<file path="config.mk">
export PLATFORM = sky130hd
export DESIGN_NAME = irwd_top
export DESIGN_NICKNAME = d
export VERILOG_FILES = /design/src/rtl/irwd_pkg.sv /design/src/rtl/irwd_ifs.sv /design/src/rtl/irwd_meas.sv /design/src/rtl/irwd_loader.sv /design/src/rtl/irwd_top.sv
export VERILOG_INCLUDE_DIRS = /design/src /design/src/rtl
export SDC_FILE = /design/constraint.sdc
export NUM_CORES = 2
export LEC_CHECK = 0
export ABC_AREA = 1
export BUFFER_PORTS_ARGS = -buffer_cell sky130_fd_sc_hd__buf_2
export CAP_MARGIN = 20
export CORE_UTILIZATION = 50
export CTS_CLUSTER_SIZE = 10
export DETAILED_ROUTE_END_ITERATION = 8
export PLACE_DENSITY = 0.77
export SYNTH_ARGS = -nofsm -noshare
export SYNTH_HDL_FRONTEND = slang
export SYNTH_SLANG_ARGS = --single-unit
</file>
<file path="constraint.sdc">
create_clock -name pclk -period 17.97 [get_ports pclk]
set_input_delay 2.6955 -clock pclk [delete_from_list [all_inputs] [get_ports pclk]]
set_output_delay 2.6955 -clock pclk [all_outputs]
set_load 0.02 [all_outputs]
</file>
<file path="src/rtl/irwd_consts.svh">
// constants of the ir remote wake decoder: offsets, fields, reset values, timing
`ifndef IRWD_CONSTS_SVH
`define IRWD_CONSTS_SVH

`define IRWD_CLK_NS 10
`define IRWD_TICK_NS 1000
`define IRWD_TICK_CYC ((`IRWD_TICK_NS + `IRWD_CLK_NS - 1) / `IRWD_CLK_NS)
`define IRWD_WAKE_NS 10000
`define IRWD_WAKE_CYC ((`IRWD_WAKE_NS + `IRWD_CLK_NS - 1) / `IRWD_CLK_NS)
`define IRWD_BLINK_NS 50000000
`define IRWD_BLINK_CYC ((`IRWD_BLINK_NS + `IRWD_CLK_NS - 1) / `IRWD_CLK_NS)

`define IRWD_NCFG 11
`define IRWD_OFF_CTRL 8'h00
`define IRWD_OFF_FIELD 8'h04
`define IRWD_OFF_ADDR 8'h08
`define IRWD_OFF_CMD_LO 8'h0C
`define IRWD_OFF_CMD_HI 8'h10
`define IRWD_OFF_CMD_EN 8'h14
`define IRWD_OFF_HDR_MARK 8'h18
`define IRWD_OFF_HDR_SPACE 8'h1C
`define IRWD_OFF_BIT_T 8'h20
`define IRWD_OFF_SPACE1 8'h24
`define IRWD_OFF_MARGIN 8'h28
`define IRWD_OFF_STATUS 8'h2C
`define IRWD_OFF_INT_STAT 8'h30
`define IRWD_OFF_INT_MASK 8'h34

`define IRWD_CTRL_EN 0
`define IRWD_CTRL_PHASE 1
`define IRWD_CTRL_HDR 2
`define IRWD_CTRL_INV 3
`define IRWD_CTRL_CMD_FIRST 4
`define IRWD_CTRL_LED_EN 5
`define IRWD_CTRL_LED_ADDR 6
`define IRWD_INT_WAKE 0
`define IRWD_INT_BLINK 1
`define IRWD_INT_ERR 2

`define IRWD_RST_CTRL 32'h0000_0025
`define IRWD_RST_FIELD 32'h0000_0810
`define IRWD_RST_ADDR 32'h0000_0000
`define IRWD_RST_CMD_LO 32'h0000_0000
`define IRWD_RST_CMD_HI 32'h0000_0000
`define IRWD_RST_CMD_EN 32'h0000_0001
`define IRWD_RST_HDR_MARK 32'h0000_0800
`define IRWD_RST_HDR_SPACE 32'h0000_0400
`define IRWD_RST_BIT_T 32'h0000_0100
`define IRWD_RST_SPACE1 32'h0000_0300
`define IRWD_RST_MARGIN 32'h0000_0040

`endif

</file>
<file path="src/rtl/irwd_pkg.sv">
// types of the ir remote wake decoder
`include "irwd_consts.svh"
package irwd_pkg;
  typedef enum logic [3:0] {
    IRWD_ST_IDLE = 4'b0001,
    IRWD_ST_HDR = 4'b0010,
    IRWD_ST_DATA = 4'b0100,
    IRWD_ST_DONE = 4'b1000
  } irwd_state_e;

  typedef logic [`IRWD_NCFG-1:0][31:0] irwd_cfg_t;

  typedef struct packed {
    logic [15:0] tick;
    logic [15:0] len;
    logic level;
    logic idle_sent;
    logic valid;
    logic mark;
    logic [15:0] out_len;
    logic idle;
  } irwd_meas_s;

  typedef struct packed {
    logic [3:0] idx;
    logic busy;
    logic we;
    logic done;
  } irwd_load_s;

  typedef struct packed {
    irwd_cfg_t cfg;
    logic [2:0] int_stat;
    logic [2:0] int_mask;
    irwd_state_e st;
    logic [23:0] shreg;
    logic [4:0] nbits;
    logic have_half;
    logic first_mark;
    logic pend_mark;
    logic [2:0] last_cmd;
    logic last_hit;
    logic [15:0] wake_cnt;
    logic [31:0] led_cnt;
    logic wake;
    logic led;
    logic irq;
    logic pready;
    logic pslverr;
    logic [31:0] prdata;
  } irwd_top_s;
endpackage : irwd_pkg

</file>
<file path="src/rtl/irwd_ifs.sv">
// interfaces between the decoder core, the interval meter and the config loader
`timescale 1ns/1ns
interface irwd_seg_if;
  logic valid;
  logic mark;
  logic [15:0] len;
  logic idle;
  logic [15:0] limit;
  modport src (output valid, output mark, output len, output idle, input limit);
  modport dst (input valid, input mark, input len, input idle, output limit);
endinterface : irwd_seg_if

interface irwd_ld_if;
  logic we;
  logic [3:0] idx;
  logic [31:0] data;
  logic done;
  modport src (output we, output idx, output data, output done);
  modport dst (input we, input idx, input data, input done);
endinterface : irwd_ld_if

</file>
<file path="src/rtl/irwd_meas.sv">
// measures mark and space intervals of the demodulated ir input in ticks
`timescale 1ns/1ns
module irwd_meas #(
  parameter int TICK_CYC = `IRWD_TICK_CYC
) (
  input wire logic pclk,
  input wire logic presetn,
  input wire logic ir_mark_in,
  irwd_seg_if.src seg
);
  import irwd_pkg::*;
  irwd_meas_s q, d;

  always_comb
  begin
    d = q;
    d.valid = 1'b0;
    d.idle = 1'b0;
    d.tick = q.tick + 16'h0001;
    if (q.tick >= 16'(TICK_CYC - 1))
    begin
      d.tick = 16'h0000;
    end
    if (ir_mark_in != q.level)
    begin
      // interval ended: carrier present means mark
      d.valid = 1'b1;
      d.mark = q.level;
      d.out_len = q.len;
      d.len = 16'h0000;
      d.tick = 16'h0000;
      d.level = ir_mark_in;
      d.idle_sent = 1'b0;
    end
    else if (q.tick >= 16'(TICK_CYC - 1))
    begin
      if (q.len != 16'hFFFF)
      begin
        d.len = q.len + 16'h0001;
      end
      if (!q.level && !q.idle_sent && q.len >= seg.limit)
      begin
        d.idle = 1'b1;
        d.idle_sent = 1'b1;
        d.out_len = q.len;
      end
    end
  end

  always_ff @(posedge pclk or negedge presetn)
  begin
    if (!presetn)
    begin
      q <= '{default: '0, idle_sent: 1'b1};
    end
    else
    begin
      q <= d;
    end
  end

  assign seg.valid = q.valid;
  assign seg.mark = q.mark;
  assign seg.len = q.out_len;
  assign seg.idle = q.idle;
endmodule : irwd_meas

</file>
<file path="src/rtl/irwd_loader.sv">
// copies the stored configuration image into the working registers after reset
`timescale 1ns/1ns
module irwd_loader #(
  parameter irwd_pkg::irwd_cfg_t IMAGE = '0
) (
  input wire logic pclk,
  input wire logic presetn,
  irwd_ld_if.src ld
);
  import irwd_pkg::*;
  irwd_load_s q, d;

  always_comb
  begin
    d = q;
    d.we = q.busy;
    if (q.busy)
    begin
      d.idx = q.idx + 4'h1;
      if (q.idx == 4'(`IRWD_NCFG - 1))
      begin
        d.busy = 1'b0;
      end
    end
    d.done = q.we && !q.busy;
  end

  always_ff @(posedge pclk or negedge presetn)
  begin
    if (!presetn)
    begin
      q <= '{default: '0, busy: 1'b1};
    end
    else
    begin
      q <= d;
    end
  end

  assign ld.we = q.we;
  assign ld.idx = q.idx - 4'h1;
  assign ld.data = IMAGE[q.idx - 4'h1];
  assign ld.done = q.done || (!q.busy && !q.we);
endmodule : irwd_loader

</file>
<file path="src/rtl/irwd_top.sv">
// ir remote wake decoder: apb registers, frame decoder, wake pulse and led blink
`timescale 1ns/1ns
module irwd_top #(
  parameter int WAKE_CYC = `IRWD_WAKE_CYC,
  parameter int BLINK_CYC = `IRWD_BLINK_CYC,
  parameter int TICK_CYC = `IRWD_TICK_CYC
) (
  input wire logic pclk,
  input wire logic presetn,
  input wire logic psel,
  input wire logic penable,
  input wire logic pwrite,
  input wire logic [7:0] paddr,
  input wire logic [31:0] pwdata,
  output logic [31:0] prdata,
  output logic pready,
  output logic pslverr,
  input wire logic ir_mark_in,
  output logic system_wake_pulse,
  output logic power_led,
  output logic irq
);
  import irwd_pkg::*;

  localparam irwd_cfg_t NVM_IMAGE = {`IRWD_RST_MARGIN, `IRWD_RST_SPACE1, `IRWD_RST_BIT_T,
    `IRWD_RST_HDR_SPACE, `IRWD_RST_HDR_MARK, `IRWD_RST_CMD_EN, `IRWD_RST_CMD_HI,
    `IRWD_RST_CMD_LO, `IRWD_RST_ADDR, `IRWD_RST_FIELD, `IRWD_RST_CTRL};

  irwd_top_s q, d;
  irwd_seg_if seg ();
  irwd_ld_if ld ();

  irwd_meas #(.TICK_CYC(TICK_CYC)) u_meas (
    .pclk(pclk),
    .presetn(presetn),
    .ir_mark_in(ir_mark_in),
    .seg(seg.src)
  );

  irwd_loader #(.IMAGE(NVM_IMAGE)) u_loader (
    .pclk(pclk),
    .presetn(presetn),
    .ld(ld.src)
  );

  function automatic logic [31:0] cfg_mask(input logic [3:0] idx);
    case (idx)
      4'h0: cfg_mask = 32'h0000_007F;
      4'h1: cfg_mask = 32'h0000_0F1F;
      4'h3, 4'h4: cfg_mask = 32'hFFFF_FFFF;
      4'h5: cfg_mask = 32'h0000_00FF;
      default: cfg_mask = 32'h0000_FFFF;
    endcase
  endfunction : cfg_mask

  function automatic logic in_win(input logic [15:0] len, input logic [15:0] nom, input logic [15:0] mrg);
    in_win = ({1'b0, len} + {1'b0, mrg} >= {1'b0, nom}) && ({1'b0, len} <= {1'b0, nom} + {1'b0, mrg});
  endfunction : in_win

  logic [31:0] ctrl;
  logic [4:0] alen;
  logic [4:0] clen;
  logic [4:0] total;
  logic [15:0] amask;
  logic [7:0] cmask;
  logic [15:0] bit_t;
  logic [15:0] two_t;
  logic [15:0] mrg;
  logic run;
  logic err;
  logic data_seg;
  logic bitv;
  logic [1:0] halves;
  logic [15:0] addr_rx;
  logic [7:0] cmd_rx;
  logic addr_ok;
  logic cmd_ok;
  logic [2:0] cmd_idx;
  logic [7:0] code;
  logic [5:0] ridx;
  logic [31:0] rdata;
  logic rvalid;
  logic wr;
  logic [16:0] lim;
  logic [2:0] ev;

  always_comb
  begin
    d = q;
    ctrl = q.cfg[0];
    // lengths clamp into 1..16 and 1..8
    alen = (q.cfg[1][4:0] == 5'd0) ? 5'd1 : ((q.cfg[1][4:0] > 5'd16) ? 5'd16 : q.cfg[1][4:0]);
    clen = (q.cfg[1][11:8] == 4'd0) ? 5'd1 : ((q.cfg[1][11:8] > 4'd8) ? 5'd8 : {1'b0, q.cfg[1][11:8]});
    total = alen + clen;
    amask = 16'((32'h0000_0001 << alen) - 32'h0000_0001);
    cmask = 8'((16'h0001 << clen) - 16'h0001);
    bit_t = q.cfg[8][15:0];
    two_t = 16'({1'b0, bit_t} << 1);
    mrg = q.cfg[10][15:0];
    // silence longer than any legal space ends the frame
    lim = ctrl[`IRWD_CTRL_PHASE] ? ({1'b0, two_t} + {1'b0, mrg}) : ({1'b0, q.cfg[9][15:0]} + {1'b0, mrg});
    if ({1'b0, q.cfg[7][15:0]} + {1'b0, mrg} > lim)
    begin
      lim = {1'b0, q.cfg[7][15:0]} + {1'b0, mrg};
    end
    seg.limit = (lim[16] || lim[15:0] == 16'hFFFF) ? 16'hFFFF : lim[15:0] + 16'h0001;
    run = ld.done && ctrl[`IRWD_CTRL_EN];
    err = 1'b0;
    data_seg = 1'b0;
    bitv = 1'b0;
    halves = 2'd0;
    addr_rx = 16'h0000;
    cmd_rx = 8'h00;
    addr_ok = 1'b0;
    cmd_ok = 1'b0;
    cmd_idx = 3'd0;
    code = 8'h00;
    ev = 3'h0;

    // working registers filled from the stored image
    if (ld.we)
      d.cfg[ld.idx] = ld.data & cfg_mask(ld.idx);

    if (!run)
      d.st = IRWD_ST_IDLE;
    else if (seg.valid)
    begin
      case (q.st)
        IRWD_ST_IDLE:
        begin
          if (seg.mark)
          begin
            d.nbits = 5'd0;
            d.have_half = 1'b0;
            d.pend_mark = 1'b0;
            if (ctrl[`IRWD_CTRL_HDR])
            begin
              if (in_win(seg.len, q.cfg[6][15:0], mrg))
              begin
                d.st = IRWD_ST_HDR;
              end
              else
              begin
                err = 1'b1;
              end
            end
            else
            begin
              d.st = IRWD_ST_DATA;
              data_seg = 1'b1;
            end
          end
        end
        IRWD_ST_HDR:
        begin
          if (!seg.mark && in_win(seg.len, q.cfg[7][15:0], mrg))
          begin
            d.st = IRWD_ST_DATA;
          end
          else
          begin
            err = 1'b1;
          end
        end
        IRWD_ST_DATA: data_seg = 1'b1;
        IRWD_ST_DONE: d.st = IRWD_ST_DONE;
        default: d.st = IRWD_ST_IDLE;
      endcase
    end
    else if (seg.idle)
    begin
      case (q.st)
        IRWD_ST_DATA:
        begin
          // trailing space half of the last phase bit is swallowed by the silence
          if (ctrl[`IRWD_CTRL_PHASE] && q.have_half && q.first_mark && (q.nbits + 5'd1 == total))
          begin
            d.shreg = {q.shreg[22:0], ~ctrl[`IRWD_CTRL_INV]};
            d.nbits = q.nbits + 5'd1;
            d.have_half = 1'b0;
          end
          else
          begin
            err = 1'b1;
          end
        end
        IRWD_ST_HDR: err = 1'b1;
        IRWD_ST_DONE: d.st = IRWD_ST_IDLE;
        IRWD_ST_IDLE: d.st = IRWD_ST_IDLE;
        default: d.st = IRWD_ST_IDLE;
      endcase
    end

    if (data_seg)
    begin
      if (ctrl[`IRWD_CTRL_PHASE])
      begin
        // each interval holds one or two equal halves
        if (in_win(seg.len, bit_t, mrg))
        begin
          halves = 2'd1;
        end
        else if (in_win(seg.len, two_t, mrg))
        begin
          halves = 2'd2;
        end
        else
        begin
          err = 1'b1;
        end
        for (int i = 0; i < 2; i++)
        begin
          if (i < int'(halves))
          begin
            if (!d.have_half)
            begin
              d.have_half = 1'b1;
              d.first_mark = seg.mark;
            end
            else if (d.first_mark != seg.mark)
            begin
              // one mark paired with one space, order gives the value
              d.shreg = {d.shreg[22:0], d.first_mark ^ ctrl[`IRWD_CTRL_INV]};
              d.nbits = d.nbits + 5'd1;
              d.have_half = 1'b0;
            end
            else
            begin
              err = 1'b1;
            end
          end
        end
      end
      else if (seg.mark)
      begin
        if (in_win(seg.len, bit_t, mrg) && !d.pend_mark)
        begin
          d.pend_mark = 1'b1;
        end
        else
        begin
          err = 1'b1;
        end
      end
      else
      begin
        if (!d.pend_mark)
        begin
          err = 1'b1;
        end
        else if (in_win(seg.len, bit_t, mrg))
        begin
          bitv = 1'b0;
          d.shreg = {d.shreg[22:0], bitv};
          d.nbits = d.nbits + 5'd1;
        end
        else if (in_win(seg.len, q.cfg[9][15:0], mrg))
        begin
          bitv = 1'b1;
          d.shreg = {d.shreg[22:0], bitv};
          d.nbits = d.nbits + 5'd1;
        end
        else
        begin
          err = 1'b1;
        end
        d.pend_mark = 1'b0;
      end
    end

    if (!err && d.st == IRWD_ST_DATA && d.nbits == total)
    begin
      // first received field sits in the upper bits
      if (ctrl[`IRWD_CTRL_CMD_FIRST])
      begin
        addr_rx = d.shreg[15:0] & amask;
        cmd_rx = 8'(d.shreg >> alen) & cmask;
      end
      else
      begin
        cmd_rx = d.shreg[7:0] & cmask;
        addr_rx = 16'(d.shreg >> clen) & amask;
      end
      addr_ok = (addr_rx == (q.cfg[2][15:0] & amask));
      for (int k = 0; k < 8; k++)
      begin
        code = (k < 4) ? q.cfg[3][8*(k%4) +: 8] : q.cfg[4][8*(k%4) +: 8];
        if (q.cfg[5][k] && !cmd_ok && ((code & cmask) == cmd_rx))
        begin
          cmd_ok = 1'b1;
          cmd_idx = 3'(k);
        end
      end
      // a frame closed by the silence has already had its gap
      d.st = seg.idle ? IRWD_ST_IDLE : IRWD_ST_DONE;
      d.last_hit = addr_ok && cmd_ok;
      d.last_cmd = cmd_idx;
      if (addr_ok && cmd_ok)
      begin
        d.wake_cnt = 16'(WAKE_CYC);
        ev[`IRWD_INT_WAKE] = 1'b1;
      end
      if (ctrl[`IRWD_CTRL_LED_EN] && addr_ok && (ctrl[`IRWD_CTRL_LED_ADDR] || cmd_ok))
      begin
        d.led_cnt = 32'(BLINK_CYC);
        ev[`IRWD_INT_BLINK] = 1'b1;
      end
      if (!(addr_ok && cmd_ok))
      begin
        ev[`IRWD_INT_ERR] = 1'b1;
      end
    end
    if (err)
    begin
      d.st = IRWD_ST_IDLE;
      d.have_half = 1'b0;
      d.pend_mark = 1'b0;
      ev[`IRWD_INT_ERR] = 1'b1;
    end

    if (q.wake_cnt != 16'h0000 && d.wake_cnt == q.wake_cnt)
    begin
      d.wake_cnt = q.wake_cnt - 16'h0001;
    end
    if (q.led_cnt != 32'h0000_0000 && d.led_cnt == q.led_cnt)
    begin
      d.led_cnt = q.led_cnt - 32'h0000_0001;
    end
    d.wake = d.wake_cnt != 16'h0000;
    // blink: lit for the first half of the count
    d.led = d.led_cnt > 32'(BLINK_CYC / 2);

    // apb slave: ready in the first access cycle, held off while loading
    ridx = paddr[7:2];
    rvalid = 1'b1;
    rdata = 32'h0000_0000;
    if (ridx < 6'(`IRWD_NCFG))
    begin
      rdata = q.cfg[ridx[3:0]];
    end
    else if (paddr == `IRWD_OFF_STATUS)
    begin
      rdata = {23'h00_0000, ld.done, q.last_hit, q.last_cmd, q.st};
    end
    else if (paddr == `IRWD_OFF_INT_STAT)
    begin
      rdata = {29'h0000_0000, q.int_stat};
    end
    else if (paddr == `IRWD_OFF_INT_MASK)
    begin
      rdata = {29'h0000_0000, q.int_mask};
    end
    else
    begin
      rvalid = 1'b0;
    end
    if (paddr[1:0] != 2'b00)
    begin
      rvalid = 1'b0;
    end
    d.pready = psel && !q.pready && ld.done;
    if (d.pready)
    begin
      d.prdata = (pwrite || !rvalid) ? 32'h0000_0000 : rdata;
      d.pslverr = !rvalid || (pwrite && paddr == `IRWD_OFF_STATUS);
    end
    else
    begin
      d.pslverr = 1'b0;
    end
    d.int_stat = q.int_stat | ev;
    wr = psel && penable && q.pready && pwrite && !q.pslverr;
    if (wr)
    begin
      if (ridx < 6'(`IRWD_NCFG))
      begin
        d.cfg[ridx[3:0]] = pwdata & cfg_mask(ridx[3:0]);
      end
      else if (paddr == `IRWD_OFF_INT_MASK)
      begin
        d.int_mask = pwdata[2:0];
      end
      else if (paddr == `IRWD_OFF_INT_STAT)
      begin
        // write one clears, a new event in the same cycle wins
        d.int_stat = (q.int_stat & ~pwdata[2:0]) | ev;
      end
    end
    d.irq = |(d.int_stat & d.int_mask);
  end

  always_ff @(posedge pclk or negedge presetn)
  begin
    if (!presetn)
    begin
      q <= '{st: IRWD_ST_IDLE, default: '0};
    end
    else
    begin
      q <= d;
    end
  end

  assign prdata = q.prdata;
  assign pready = q.pready;
  assign pslverr = q.pslverr;
  assign system_wake_pulse = q.wake;
  assign power_led = q.led;
  assign irq = q.irq;
endmodule : irwd_top

</file>
==> results.json <==
{
  "status": "complete, no violations",
  "nets": 5718,
  "worstMarginPinSlew_ns": 1.09,
  "cts.sinks": 543,
  "vias": 38870,
  "placed_cell_area_um2": 40600,
  "synthAdderAreaFrac_pct": 10.1,
  "synth_mux_area_share_pct": 0.0506,
  "finalClockSkew_ns": 0.0297,
  "cts_max_level": 3,
  "numCtsBuffers": 67,
  "routedWlPerCell_um": 21.5,
  "seq_area_frac_synth_pct": 34.4,
  "grtUsageTotal_pct": 33.9,
  "portBuffers": 82,
  "drt_iter0_drc": 4686,
  "async_flop_share_pct": 100,
  "synth_cells": 5369,
  "final_cell_count_no_fill": 6432,
  "start_util_pct": 50.8,
  "end_kind": "register",
  "grt_pass1_wl_um": 212000,
  "fill_cells": 7377,
  "grt.overflow.total": 0,
  "synth_compound_area_share_pct": 17.3,
  "critical_path_required_ns": 18.45,
  "yosys_register_bits": 543,
  "insertion_delay_ns": 0.64,
  "arrival_ns": 10.60,
  "final_layout_size_suffix_gt1_share_pct": 6.88,
  "yosys.area_share.xor_xnor_pct": 2.95,
  "post_cts_resized": 0,
  "final_core_util_pct": 54.9,
  "ys_warn_count": 0,
  "vias_per_cell": 6.04,
  "power.density_nw_per_um2": 70.0,
  "cts.path.max_buffers": 3,
  "r2r-end": "u_meas.seg.len[6]",
  "root_buffer": "clkbuf_16",
  "antenna_cells": 0,
  "ant_nets": 0,
  "grt_setup_unrepaired": "false",
  "synth_area_leader_cell": "dfrtp_1",
  "slew_headroom_pct": 26.5,
  "postCtsHoldBufs": 0,
  "cp-start-kind": "register",
  "grt_max_degree": 180,
  "areaGrowthSynthToFinish_pct": 8.05,
  "cp_slowest_stage_delay_ns": 0.68,
  "yosys_most_used_dff": "dfrtp_1",
  "io_pins": 83,
  "max_cap_viol_count": 0,
  "first_global_vias": 36020,
  "rows": 102,
  "synth_edf_count": 0,
  "hold_end": "u_meas.q[37]",
  "hold_path.class": "register to register",
  "synth_area_leaders": "dfrtp_1 34%, ha_1 9.7%, nand2_1 9.6%",
  "synthSimpleGateAreaFrac_pct": 25.3,
  "die_h_um": 283,
  "timing.hold.ws_ns": 0.461,
  "core_area_um2": 77800,
  "gp_congestion": 1.02,
  "crit_slowest_cell": "dfrtp_1",
  "first_pass_iters": 7,
  "finalSetupTns_ns": 0,
  "design_area_um2": 42700,
  "slew_viol_final": 0,
  "synth_top_cell_area_share_pct": 34.2,
  "synth_top_family_by_area": "simple AND/OR/NAND/NOR gates",
  "r2r_cells": 52,
  "wl_um": 138000,
  "post-dp-hpwl_um": 104000,
  "hold_viol": 0,
  "antenna_found_initial": 5,
  "synth_area_per_cell_um2": 7.36,
  "r2r_start": "mrg[1]",
  "setup_viol": 0,
  "drc": 0,
  "clk_pin_slew_ns": 0.06,
  "crit_type": "register to register",
  "ir_drop_mv": 0.0749,
  "path_max_fanout": 26,
  "design.die.area_um2": 80200,
  "power_leakage_nw": 21.2,
  "r2r_slack_ns": 7.85,
  "hold_depth": 1,
  "cts_tree": "done",
  "die_x_um": 283,
  "min_period_over_period_pct": 56.3,
  "fmax_ghz": 0.0988,
  "period_needed_ns": 10.12,
  "min-delay-start": "u_meas.q[37]",
  "ys_types": 71,
  "syn_area_um2": 39500,
  "place_inst": 6327,
  "post_cts_buffers": 0
}
-- critical path, delay by kind of cell, from the launching register on --
kind | cells | cell delay [ns]
compound gates | 23 | 3.80
simple gates | 17 | 2.53
fa+ha+maj | 5 | 1.42
buf+inv | 6 | 1.36
flops | 1 | 0.68
xor+xnor | 1 | 0.16
-- layout make-up --
class | count | area, µm² | share of cell area [%]
Multi-Input combinational cell | 3846 | 22100 | 51.7
Sequential cell | 543 | 13600 | 31.8
Clock inverter | 11 | 211 | 0.495
Timing Repair Buffer | 134 | 843 | 1.97
Inverter | 766 | 2880 | 6.73
Tap cell | 1040 | 1300 | 3.05
Clock buffer | 92 | 1810 | 4.24
-- placed cells by master, fill, tap and decap left out, drive strengths merged, types with 12 or more instances in the layout --
| cell type | Yosys | final |
|---|---|---|
| a21oi | 314 | 314 |
| nor3 | 99 | 99 |
| buf | 82 | 133 |
| nor4 | 33 | 33 |
| nor2 | 497 | 497 |
| dfrtp | 540 | 540 |
| o2111ai | 15 | 15 |
| a221oi | 30 | 30 |
| a31oi | 44 | 44 |
| o31ai | 15 | 15 |
| o22ai | 56 | 56 |
| a21o | 12 | 12 |
| a211oi | 18 | 18 |
| xor2 | 89 | 89 |
| xnor2 | 44 | 44 |
| or2 | 15 | 15 |
| clkbuf | 141 | 93 |
| clkinv | 9 | 20 |
| ha | 307 | 307 |
| o21ai | 419 | 419 |
| nand3b | 15 | 15 |
| nand3 | 459 | 459 |
| a22oi | 80 | 80 |
| o211ai | 17 | 17 |
| o21a | 16 | 16 |
| nand4 | 70 | 70 |
| inv | 757 | 756 |
| o21bai | 36 | 36 |
| o221ai | 45 | 45 |
| nand2 | 1044 | 1044 |
-- synth_stat cells, drive strengths merged (2+ instances only) --
cell type	instances
nand2	1044
inv	757
dfrtp	540
nor2	497
nand3	459
o21ai	419
a21oi	314
ha	307
clkbuf	141
nor3	99
xor2	89
buf	82
a22oi	80
nand4	70
o22ai	56
o221ai	45
a31oi	44
xnor2	44
o21bai	36
nor4	33
a221oi	30
a211oi	18
o211ai	17
o21a	16
nand3b	15
o2111ai	15
o31ai	15
or2	15
a21o	12
clkinv	9
fa	7
a32o	6
a41oi	5
a21boi	4
o311ai	4
a22o	3
and2	3
dfstp	3
o32a	3
conb	2
mux2i	2
nor3b	2
-- flip-flops by register name, summed over array words and instances (netlist names), 5 cells and up --
register and count:
q 382, u_meas.seg.len 16, ctrl 32, bit_t 16, mrg 16, u_loader.q 5
prdata 32, u_meas.q 34
-- stage by stage --
step           total power, mW  setup WS, ns
2_1_floorplan             1.56          9.50
3_3_place_gp              1.71          8.19
3_5_place_dp              1.72          7.89
4_1_cts                   2.99          7.86
5_1_grt                   3.09          6.59
6_report                  2.99          7.85
-- logic make-up after synthesis --
family,Yosys count
xor+xnor,133
buf+inv,989
simple gates,2240
other cells,2
fa+ha+maj,314
mux,2
flops,543
compound gates,1146
-- where the power goes --
part	switching (mW)	total (mW)	internal, mW
Sequential	0.0335	1.28	1.25
Combinational	0.297	0.429	0.131
Clock	0.565	1.28	0.712
-- worst max-delay path by stage --
stage / startpoint / end / slack [ns] / cells past startpoint
2_1_floorplan: mrg[1] / u_meas.seg.len[10] / 9.50 / 53
5_1_grt: mrg[1] / u_meas.seg.len[6] / 6.59 / 52
3_5_place_dp: mrg[1] / u_meas.seg.len[4] / 7.89 / 52
6_report: mrg[1] / u_meas.seg.len[6] / 7.85 / 52
3_3_place_gp: mrg[1] / u_meas.seg.len[10] / 8.19 / 52
4_1_cts: mrg[1] / u_meas.seg.len[12] / 7.86 / 52
-- layer usage --
metal / track usage (%) / routed length (µm)
met5: 0 / 49
met2: 50.1 / 58300
met4: 16.8 / 7570
met1: 47.2 / 57500
met3: 6.56 / 15000
No activity file was read; power rests on OpenSTA's default activity.
